File: config.mk
export PLATFORM = sky130hd
export DESIGN_NAME = pcs_core
export DESIGN_NICKNAME = d
export VERILOG_FILES = /design/src/inc/pcs_pkg.sv /design/src/rtl/pcs_core.sv
export SDC_FILE = /design/constraint.sdc
export NUM_CORES = 1
export LEC_CHECK = 0
export BUFFER_PORTS_ARGS = -buffer_cell sky130_fd_sc_hd__buf_2
export CAP_MARGIN = 20
export CORE_MARGIN = 5
export CORE_UTILIZATION = 53
export CTS_CLUSTER_SIZE = 30
export DETAILED_ROUTE_END_ITERATION = 12
export PLACE_DENSITY = 0.79
export SLEW_MARGIN = 15
export SYNTH_ARGS = -nofsm -noshare
export SYNTH_HDL_FRONTEND = slang
export SYNTH_SLANG_ARGS = --single-unit
export TNS_END_PERCENT = 100
File: constraint.sdc
create_clock -name clk -period 2.47 [get_ports clk]
set_input_delay 0.247 -clock clk [delete_from_list [all_inputs] [get_ports clk]]
set_output_delay 0.247 -clock clk [all_outputs]
set_load 0.1 [all_outputs]
File: src/inc/pcs_pkg.sv
// Purpose: Shared constants and types for the pin check and string unit
// Assumes: One 20 MHz clock, registers on a plain strobe port
// Notes: Byte offsets, 32-bit data, low bits used
package pcs_pkg;
  localparam int ADDR_W = 8;
  localparam int DATA_W = 32;
  localparam int MADDR_W = 20;

  // Register byte offsets
  localparam logic [7:0] OFS_CTRL = 8'h00;
  localparam logic [7:0] OFS_STATUS = 8'h04;
  localparam logic [7:0] OFS_ACC = 8'h08;
  localparam logic [7:0] OFS_FLAGS = 8'h0C;
  localparam logic [7:0] OFS_DEST = 8'h10;
  localparam logic [7:0] OFS_COUNT = 8'h14;
  localparam logic [7:0] OFS_TBL_ADDR = 8'h18;
  localparam logic [7:0] OFS_TBL_CNT = 8'h1C;
  localparam logic [7:0] OFS_PLACE = 8'h20;
  localparam logic [7:0] OFS_INT_STAT = 8'h24;
  localparam logic [7:0] OFS_INT_MASK = 8'h28;

  // Control register fields
  localparam int CTRL_OP_LSB = 0;
  localparam int CTRL_DEC_BIT = 2;
  localparam logic [1:0] OP_CHECK = 2'h0;
  localparam logic [1:0] OP_FILL = 2'h1;
  localparam logic [1:0] OP_EXCH = 2'h2;
  localparam logic [1:0] OP_TABLE = 2'h3;

  // Program status flag positions
  localparam int FLG_S = 7;
  localparam int FLG_Z = 6;
  localparam int FLG_AC = 4;
  localparam int FLG_PV = 2;
  localparam int FLG_CY = 0;

  // Interrupt status bits
  localparam int EV_W = 4;
  localparam int EV_DONE = 0;
  localparam int EV_SUSP = 1;
  localparam int EV_MISMATCH = 2;
  localparam int EV_ADDR_ERR = 3;

  // Data area placement settings and top addresses
  localparam logic [3:0] PLACE_LOW = 4'h0;
  localparam logic [3:0] PLACE_HIGH = 4'hF;
  localparam logic [19:0] MAX_ADDR_LOW = 20'h0FFFF;
  localparam logic [19:0] MAX_ADDR_HIGH = 20'hFFFFF;
  localparam logic [19:0] TBL_WIN_BELOW_MAX = 20'h001FF;
  localparam logic [19:0] TBL_STEP = 20'h00002;

  // Reset values
  localparam logic [7:0] RST_ACC = 8'h00;
  localparam logic [7:0] RST_FLAGS = 8'h00;
  localparam logic [19:0] RST_DEST = 20'h00000;
  localparam logic [7:0] RST_COUNT = 8'h00;
  localparam logic [EV_W-1:0] RST_MASK = 4'h0;

  typedef enum logic [3:0] {
    ST_IDLE = 4'h0,
    ST_FILL = 4'h1,
    ST_XRD = 4'h2,
    ST_XWAIT = 4'h3,
    ST_XWR = 4'h4,
    ST_TRD = 4'h5,
    ST_TWAIT = 4'h6,
    ST_TWR = 4'h7,
    ST_SUSP_INT = 4'h8,
    ST_SUSP_MS = 4'h9
  } pcs_state_e;
endpackage

File: src/rtl/pcs_core.sv
// Purpose: Pin level check into the accumulator and repeated string ops
// Assumes: Memory answers a read one cycle after mem_rd, never stalls
// Notes: Interrupt controller and other string ops live elsewhere
`timescale 1ns/1ps

module pcs_core
  import pcs_pkg::*;
(
  input wire logic clk,
  input wire logic rst_b,
  input wire logic [ADDR_W-1:0] reg_addr,
  input wire logic [DATA_W-1:0] reg_wdata,
  input wire logic reg_wr,
  input wire logic reg_rd,
  output logic [DATA_W-1:0] reg_rdata,
  input wire logic [7:0] pin_level,
  input wire logic [7:0] port_latch,
  input wire logic [7:0] port_in_mode,
  output logic [MADDR_W-1:0] mem_addr,
  output logic [15:0] mem_wdata,
  output logic mem_wr,
  output logic mem_rd,
  output logic mem_word,
  input wire logic [15:0] mem_rdata,
  input wire logic irq_req,
  input wire logic ms_req,
  output logic irq_ack,
  output logic ms_ack,
  input wire logic int_return,
  input wire logic ms_done,
  output logic irq
);

  typedef struct packed {
    pcs_state_e st;
    logic [1:0] op;
    logic dec;
    logic place;
    logic [7:0] acc;
    logic [7:0] flags;
    logic [19:0] dest;
    logic [7:0] cnt;
    logic [19:0] taddr;
    logic [7:0] tcnt;
    logic [19:0] snap_dest;
    logic [7:0] snap_cnt;
    logic [EV_W-1:0] istat;
    logic [EV_W-1:0] imask;
    logic [7:0] sync1;
    logic [7:0] sync2;
    logic [DATA_W-1:0] rdata;
    logic [MADDR_W-1:0] mem_addr;
    logic [15:0] mem_wdata;
    logic mem_wr;
    logic mem_rd;
    logic mem_word;
    logic irq_ack;
    logic ms_ack;
    logic irq;
  } pcs_s;

  pcs_s s;
  pcs_s next_s;

  logic [7:0] chk_xor;
  logic [19:0] step_dest;
  logic [7:0] cnt_dec;
  logic [19:0] win_base;
  logic sw_regs_ok;
  logic [EV_W-1:0] ev;
  logic [EV_W-1:0] w1c;

  // Check result, input-mode pins forced to match
  assign chk_xor = (s.sync2 ^ port_latch) & ~port_in_mode;
  assign step_dest = s.dec ? s.dest - 20'h00001 : s.dest + 20'h00001;
  assign cnt_dec = s.cnt - 8'h01;
  // Window starts 1FFH below the top of the data area
  assign win_base = (s.place ? MAX_ADDR_HIGH : MAX_ADDR_LOW)
                    - TBL_WIN_BELOW_MAX;
  assign sw_regs_ok = (s.st == ST_IDLE) || (s.st == ST_SUSP_INT)
                      || (s.st == ST_SUSP_MS);

  always_comb begin
    next_s = s;
    ev = '0;
    w1c = '0;
    next_s.sync1 = pin_level;
    next_s.sync2 = s.sync1;
    next_s.mem_wr = 1'b0;
    next_s.mem_rd = 1'b0;
    next_s.irq_ack = 1'b0;
    next_s.ms_ack = 1'b0;
    next_s.rdata = '0;

    // Register reads
    if (reg_rd) begin
      case (reg_addr)
        OFS_CTRL: next_s.rdata = {29'h0, s.dec, s.op};
        OFS_STATUS: next_s.rdata = {28'h0, s.st};
        OFS_ACC: next_s.rdata = {24'h0, s.acc};
        OFS_FLAGS: next_s.rdata = {24'h0, s.flags};
        OFS_DEST: next_s.rdata = {12'h0, s.dest};
        OFS_COUNT: next_s.rdata = {24'h0, s.cnt};
        OFS_TBL_ADDR: next_s.rdata = {12'h0, s.taddr};
        OFS_TBL_CNT: next_s.rdata = {24'h0, s.tcnt};
        OFS_PLACE: next_s.rdata = s.place ? {28'h0, PLACE_HIGH}
                                          : {28'h0, PLACE_LOW};
        OFS_INT_STAT: next_s.rdata = {28'h0, s.istat};
        OFS_INT_MASK: next_s.rdata = {28'h0, s.imask};
        default: next_s.rdata = '0;
      endcase
    end

    // Register writes
    if (reg_wr) begin
      case (reg_addr)
        OFS_ACC: begin
          if (sw_regs_ok) begin
            next_s.acc = reg_wdata[7:0];
          end
        end
        OFS_FLAGS: begin
          if (sw_regs_ok) begin
            next_s.flags = reg_wdata[7:0];
          end
        end
        OFS_DEST: begin
          if (sw_regs_ok) begin
            next_s.dest = reg_wdata[19:0];
          end
        end
        OFS_COUNT: begin
          if (sw_regs_ok) begin
            next_s.cnt = reg_wdata[7:0];
          end
        end
        OFS_TBL_ADDR: begin
          if (s.st == ST_IDLE) begin
            next_s.taddr = reg_wdata[19:0];
          end
        end
        OFS_TBL_CNT: begin
          if (s.st == ST_IDLE) begin
            next_s.tcnt = reg_wdata[7:0];
          end
        end
        OFS_PLACE: begin
          // Other settings leave placement as it was
          if (reg_wdata[3:0] == PLACE_LOW) begin
            next_s.place = 1'b0;
          end else if (reg_wdata[3:0] == PLACE_HIGH) begin
            next_s.place = 1'b1;
          end
        end
        OFS_INT_STAT: w1c = reg_wdata[EV_W-1:0];
        OFS_INT_MASK: next_s.imask = reg_wdata[EV_W-1:0];
        default: begin
        end
      endcase
    end

    case (s.st)
      ST_IDLE: begin
        if (reg_wr && (reg_addr == OFS_CTRL)) begin
          next_s.op = reg_wdata[CTRL_OP_LSB+1:CTRL_OP_LSB];
          next_s.dec = reg_wdata[CTRL_DEC_BIT];
          case (reg_wdata[CTRL_OP_LSB+1:CTRL_OP_LSB])
            OP_CHECK: begin
              next_s.acc = chk_xor;
              next_s.flags[FLG_S] = chk_xor[7];
              next_s.flags[FLG_Z] = (chk_xor == 8'h00);
              next_s.flags[FLG_PV] = ~^chk_xor;
              // Aux carry and carry kept as they were
              ev[EV_DONE] = 1'b1;
              ev[EV_MISMATCH] = (chk_xor != 8'h00);
            end
            OP_FILL: next_s.st = ST_FILL;
            OP_EXCH: next_s.st = ST_XRD;
            OP_TABLE: begin
              if (s.taddr[19:8] == win_base[19:8]) begin
                next_s.st = ST_TRD;
              end else begin
                ev[EV_ADDR_ERR] = 1'b1;
              end
            end
            default: next_s.st = ST_IDLE;
          endcase
        end
      end
      ST_FILL: begin
        next_s.mem_wr = 1'b1;
        next_s.mem_word = 1'b0;
        next_s.mem_addr = s.dest;
        next_s.mem_wdata = {8'h00, s.acc};
        next_s.dest = step_dest;
        next_s.cnt = cnt_dec;
      end
      ST_XRD: begin
        next_s.mem_rd = 1'b1;
        next_s.mem_word = 1'b0;
        next_s.mem_addr = s.dest;
        next_s.st = ST_XWAIT;
      end
      ST_XWAIT: next_s.st = ST_XWR;
      ST_XWR: begin
        next_s.mem_wr = 1'b1;
        next_s.mem_addr = s.dest;
        next_s.mem_wdata = {8'h00, s.acc};
        next_s.acc = mem_rdata[7:0];
        next_s.dest = step_dest;
        next_s.cnt = cnt_dec;
        next_s.st = ST_XRD;
      end
      ST_TRD: begin
        next_s.mem_rd = 1'b1;
        next_s.mem_word = 1'b1;
        next_s.mem_addr = s.taddr;
        next_s.st = ST_TWAIT;
      end
      ST_TWAIT: next_s.st = ST_TWR;
      ST_TWR: begin
        next_s.mem_wr = 1'b1;
        next_s.mem_addr = s.taddr + TBL_STEP;
        next_s.mem_wdata = mem_rdata;
        next_s.taddr = s.taddr - TBL_STEP;
        next_s.tcnt = s.tcnt - 8'h01;
        if (s.tcnt == 8'h01) begin
          next_s.st = ST_IDLE;
          ev[EV_DONE] = 1'b1;
        end else begin
          next_s.st = ST_TRD;
        end
      end
      ST_SUSP_INT: begin
        if (int_return) begin
          if ((s.dest == s.snap_dest) && (s.cnt == s.snap_cnt)) begin
            next_s.st = (s.op == OP_FILL) ? ST_FILL : ST_XRD;
          end else begin
            next_s.st = ST_IDLE;
          end
        end
      end
      ST_SUSP_MS: begin
        if (ms_done) begin
          next_s.st = (s.op == OP_FILL) ? ST_FILL : ST_XRD;
        end
      end
      default: next_s.st = ST_IDLE;
    endcase

    // End of a fill or exchange byte: finish, suspend or go on
    if ((s.st == ST_FILL) || (s.st == ST_XWR)) begin
      if (cnt_dec == 8'h00) begin
        next_s.st = ST_IDLE;
        ev[EV_DONE] = 1'b1;
      end else if (irq_req || ms_req) begin
        next_s.st = irq_req ? ST_SUSP_INT : ST_SUSP_MS;
        next_s.irq_ack = irq_req;
        next_s.ms_ack = ~irq_req;
        next_s.snap_dest = step_dest;
        next_s.snap_cnt = cnt_dec;
        ev[EV_SUSP] = 1'b1;
      end
    end

    // Hardware set wins over software clear
    next_s.istat = (s.istat & ~w1c) | ev;
    next_s.irq = |(next_s.istat & next_s.imask);
  end

  always_ff @(posedge clk or negedge rst_b) begin
    if (!rst_b) begin
      s <= '{
        st: ST_IDLE,
        op: OP_CHECK,
        dec: 1'b0,
        place: 1'b0,
        acc: RST_ACC,
        flags: RST_FLAGS,
        dest: RST_DEST,
        cnt: RST_COUNT,
        taddr: RST_DEST,
        tcnt: RST_COUNT,
        snap_dest: RST_DEST,
        snap_cnt: RST_COUNT,
        istat: '0,
        imask: RST_MASK,
        sync1: 8'h00,
        sync2: 8'h00,
        rdata: '0,
        mem_addr: '0,
        mem_wdata: 16'h0000,
        mem_wr: 1'b0,
        mem_rd: 1'b0,
        mem_word: 1'b0,
        irq_ack: 1'b0,
        ms_ack: 1'b0,
        irq: 1'b0
      };
    end else begin
      s <= next_s;
    end
  end

  assign reg_rdata = s.rdata;
  assign mem_addr = s.mem_addr;
  assign mem_wdata = s.mem_wdata;
  assign mem_wr = s.mem_wr;
  assign mem_rd = s.mem_rd;
  assign mem_word = s.mem_word;
  assign irq_ack = s.irq_ack;
  assign ms_ack = s.ms_ack;
  assign irq = s.irq;

endmodule

# == Word level (Yosys, flattened, before mapping) ==
# Index checks and enable logic that the tools add are counted.
# classes
add_sub_neg,7
shifts,0
n_lt_le_gt_ge,0
n_eq_ne,28
n_reduce_logical,39
n_div,0
multipliers,0
mux,66
bitwise_logic,9
# op_table
cell,n
20-bit one-hot mux with 11 select lines,1
20-bit two-way mux,6
72-bit two-way mux,1
8-bit two-way mux,8
20-bit one-hot mux with 3 select lines,1
28-bit two-way mux,2
4-bit two-way mux,11
4-bit one-hot mux with 10 select lines,1
17-bit one-hot mux with 2 select lines,1
8-bit by 5-bit equality test with 1-bit output (second input constant),4
32-bit two-way mux,1
8-bit by 6-bit equality test with 1-bit output (second input constant),3
8-bit logical NOT,3
2-bit nonzero test,11
3-bit AND reduction,7
20-bit by 1-bit adder with 20-bit output (second input constant),1
20-bit by 2-bit adder with 20-bit output (second input constant),1
20-bit equality test,1
10-bit two-way mux,2
20-bit by 1-bit subtractor with 20-bit output (second input constant),1
20-bit by 2-bit subtractor with 20-bit output (second input constant),1
20-bit by 9-bit subtractor with 20-bit output (second input constant),1
2-bit two-way mux,9
4-bit by 3-bit equality test with 1-bit output (second input constant),4
35 further kinds,67
# word_totals
ramBits,0
rom_bits,0
output_inout_bits,74
register_bits,206
input_bits,88
latch_bits,0
wordCells,175
mem_count,0

# == Logic depth before layout (Yosys ltp) ==
# logic_depth
ltp_word,10
depth_mapped,11
mapped_depth_nobuf,9

# == Worst setup path before layout ==
# OpenSTA, ideal clock, no wires.
# synth_timing
path_kind,flip-flop to flip-flop
start,register s[199] (netlist name)
end,register s[119] (netlist name)
arrival_time_ps,2338
n_path_buf,0
slack_ps,-1
stages_incl_launch_ff,9
setup_ps,133
required_ps,2337
synth_period_minus_slack_ps,2471
path_cell_list,dfrtp_1 > ha_1 > and2_1 > a221oi_1 > nand2_1 > a31oi_1 > o221ai_1 > xnor2_1 > o21ai_0
# synth_between
elab_chain_len,1
# synth_lines
item,line,source
"start, declared",pcs_core.sv:62,pcs_s s;
"start signal, assigned",pcs_core.sv:273,s <= '{
"start signal, assigned",pcs_core.sv:301,s <= next_s;
20-bit two-way mux,pcs_core.sv:75,assign step_dest = s.dec ? s.dest - 20'h00001 : s.dest + 20'h00001;
# Every way passes these cells.
# A chain may end at the register's enable or synchronous reset.

# == Worst setup path in the final report ==
# layout_timing
start,register s[199] (netlist name)
end,register s[124] (netlist name)
# The elaborated chain is that of the path after synthesis.

==> results_dict.tcl <==
set metrics [dict create \
    run_status "complete, no violations" \
    power_mw 14.98 \
    final.setup.tns_ps 0 \
    clock_sink_count 194 \
    drt-pass1-iter-count 8 \
    final_common_cell "dfrtp_1" \
    detail-route-antenna-nets 0 \
    path_max_fanout 8 \
    regArea_um2 4856 \
    tightest_slew_ps 734.1 \
    post-route-period-util_pct 98.22 \
    mostFrequentLayoutCells "dfrtp_1 (193), nand2_1 (165), buf_2 (136), buf_4 (89), nor2_1 (86)" \
    numPortBuffers 137 \
    arrival_ps 2760 \
    slew_violations 0 \
    drt_iter0_markers 1231 \
    netlist_area_um2 11650 \
    h-tree-depth 4 \
    ys_seq_area_share_pct 41.68 \
    ctsRootBufferMaster "clkbuf_16" \
    die_y_um 158.3 \
    hold_path.class "in2reg" \
    clk_latency_ps 450 \
    grt_max_degree 77 \
    rr_startpoint "s[199]" \
    yosys.cell_types.count 77 \
    clock_power_share_pct 19.2 \
    crit_type "reg2reg" \
    dr_total_vias 10586 \
    synth_edf_count 0 \
    nets 1531 \
    grt_usage_pct 27.57 \
    final_util_pct 62.11 \
    maxSlewHeadroom_pct 50.61 \
    start_kind "register" \
    worstHoldStart "mem_rdata[3]" \
    final_cells 1707 \
    clk_pin_slew_worst_paths_ps 90 \
    combPwrFrac_pct 48.9 \
    routed_wl_mm 35.38 \
    synth_flop_cell "dfrtp_1" \
    n_antenna_cell 0 \
    hold_viol 0 \
    p_sw_mw 7.263 \
    wl_per_cell_um 20.73 \
    whs_ps 22.60 \
    grt_pass1_vias 10025 \
    required_ps 2810 \
    finalClockSkew_ps 15.72 \
    max_cap_violations 0 \
    core_um2 21760 \
    multiInputGateArea_um2 5982 \
    io_pins 162 \
    cts_made_buffers 17 \
    power.density_nw_per_um2 1108 \
    crit_start "s[199]" \
    synth-seq-cells 194 \
    die_w_um 158.3 \
    grt_pass1_wl_mm 53.94 \
    antenna_found_initial 0 \
    dpl.cell_count 1653 \
    switching_share_pct 48.50 \
    syn_area_per_cell_um2 8.961 \
    finalSetupViolCount 0 \
    grt_overflow 0 \
    sequentialPowerShare_pct 31.9 \
    intPower_mw 7.712 \
    gp_congestion 0.9976 \
    syn_inst 1300 \
    p_leak_nw 6.135 \
    synth-async-reset-ratio_pct 100.0 \
    avgViaCountPerCell 6.202 \
    place_hpwl_mm 25.58 \
    syn2layout_area_growth_pct 15.99 \
    irDropWorstVdd_mv 0.6198 \
    cts_tree "done" \
    nFillCells 1821 \
    num_rows 54 \
    drive_gt1_share_pct 22.00 \
    period_minus_slack_ps 2426 \
    start_util_pct 53.54 \
    fmax_mhz 412.2 \
    drc_errors 0 \
    worst_setup_path_end_kind "register" \
    clock_path_buffers 2 \
    die_area_um2 25040 \
    yosys_warnings 0 \
]
path summary, 6_finish.rpt:
| check | endpoint | slack, ps | depth (start not counted) |
|---|---|---|---|
| worst max-delay path | s[124] | 40 | 10 |
| worst min-delay path | s[193] | 20 | 3 |
| worst min register to register | s[74] | 350 | 0 |
| max in group asynchronous | s[161] | 1320 | 3 |
| worst max register to register | s[124] | 40 | 10 |
| min in group asynchronous | s[124] | 380 | 2 |
routing by layer:
layer  routed length, um  share of wire [%]  global-route usage (%)  up-vias
met1               14270                 40                   36.99     5072
met5                   0                  0                       0        -
met4                1467                4.1                   11.90        0
li1                    -                  -                       -     4797
met3                3297                9.3                   6.578      117
met2               16340                 46                   42.93      600
synthesized netlist by cell type (14+ instances only):
cell / n / area share [%]
a211oi_1: 25 / 1.6
a21oi_1: 85 / 3.7
a22oi_1: 30 / 1.9
and3_1: 21 / 1.1
buf_4: 68 / 4.4
clkbuf_1: 75 / 2.4
dfrtp_1: 194 / 42
ha_1: 28 / 3.0
mux2i_1: 24 / 2.1
nand2_1: 165 / 5.3
nand2b_1: 23 / 1.2
nand3_1: 38 / 1.6
nand4_1: 19 / 1.0
nor2_1: 87 / 2.8
nor3_1: 14 / 0.60
o21ai_0: 84 / 3.6
xnor2_1: 24 / 1.8
xor2_1: 57 / 4.3
power groups by stage:
stage               logic (mW)  registers, mW  clock network (mW)
detailed placement        7.04           4.80                   0
CTS                       7.10           4.75                2.88
global placement          6.89           4.77                   0
global route              7.87           4.86                3.02
finish                    7.33           4.78                2.87
floorplan                 5.38           4.73                   0
critical path, stage by stage (launching register included):
cell	delay [ps]
dfrtp_2	510
buf_6	180
inv_1	70
fa_1	210
nand2b_4	150
a21oi_2	60
o211a_1	260
or2_4	250
a311oi_2	310
xor2_1	220
o21ai_1	100
sequential cells by signal (all words and copies together) (netlist names), 8 cells and up:
signal	cells
mem_addr	20
s	124
mem_wdata	16
next_s	8
reg_rdata	20
per-stage QoR:
stage,cell area (um2),worst slack (ps)
2_1_floorplan,11690,179.4
3_3_place_gp,12580,12.25
3_5_place_dp,12580,-39.84
4_1_cts,13380,-21.28
5_1_grt,13510,-54.11
6_report,13510,44.07
final cells by class:
type	instances	area share, %
clock inverter	14	1.333
inverter	13	0.3611
multi-input combinational	938	44.27
timing repair buffer	250	12.25
sequential	194	35.94
clock buffer	18	3.250
tap	280	2.593
timing repair:
item                       in CTS  in global routing
pin swaps                       1                  6
resized for setup               1                 25
hold buffers                   17                  0
hold endpoints to repair       88                  0
setup buffers                   1                  4
setup endpoints to repair       4                 18
logic make-up (layout without fill, tap and decap cells):
group                    count (synthesis)  count (layout)  share of synthesized area [%]
AND/OR/NAND/NOR                        444             444                          18.90
multiplexers                            37              37                          3.319
other                                    1              12                        0.03219
flip-flops                             194             194                          41.68
XOR/XNOR                                81              81                          6.090
adder cells (fa/ha/maj)                 29              29                          3.179
buffers and inverters                  179             295                          8.324
AO/OA/AOI/OAI                          335             335                          18.48
Power figures use the tool's default switching activity.
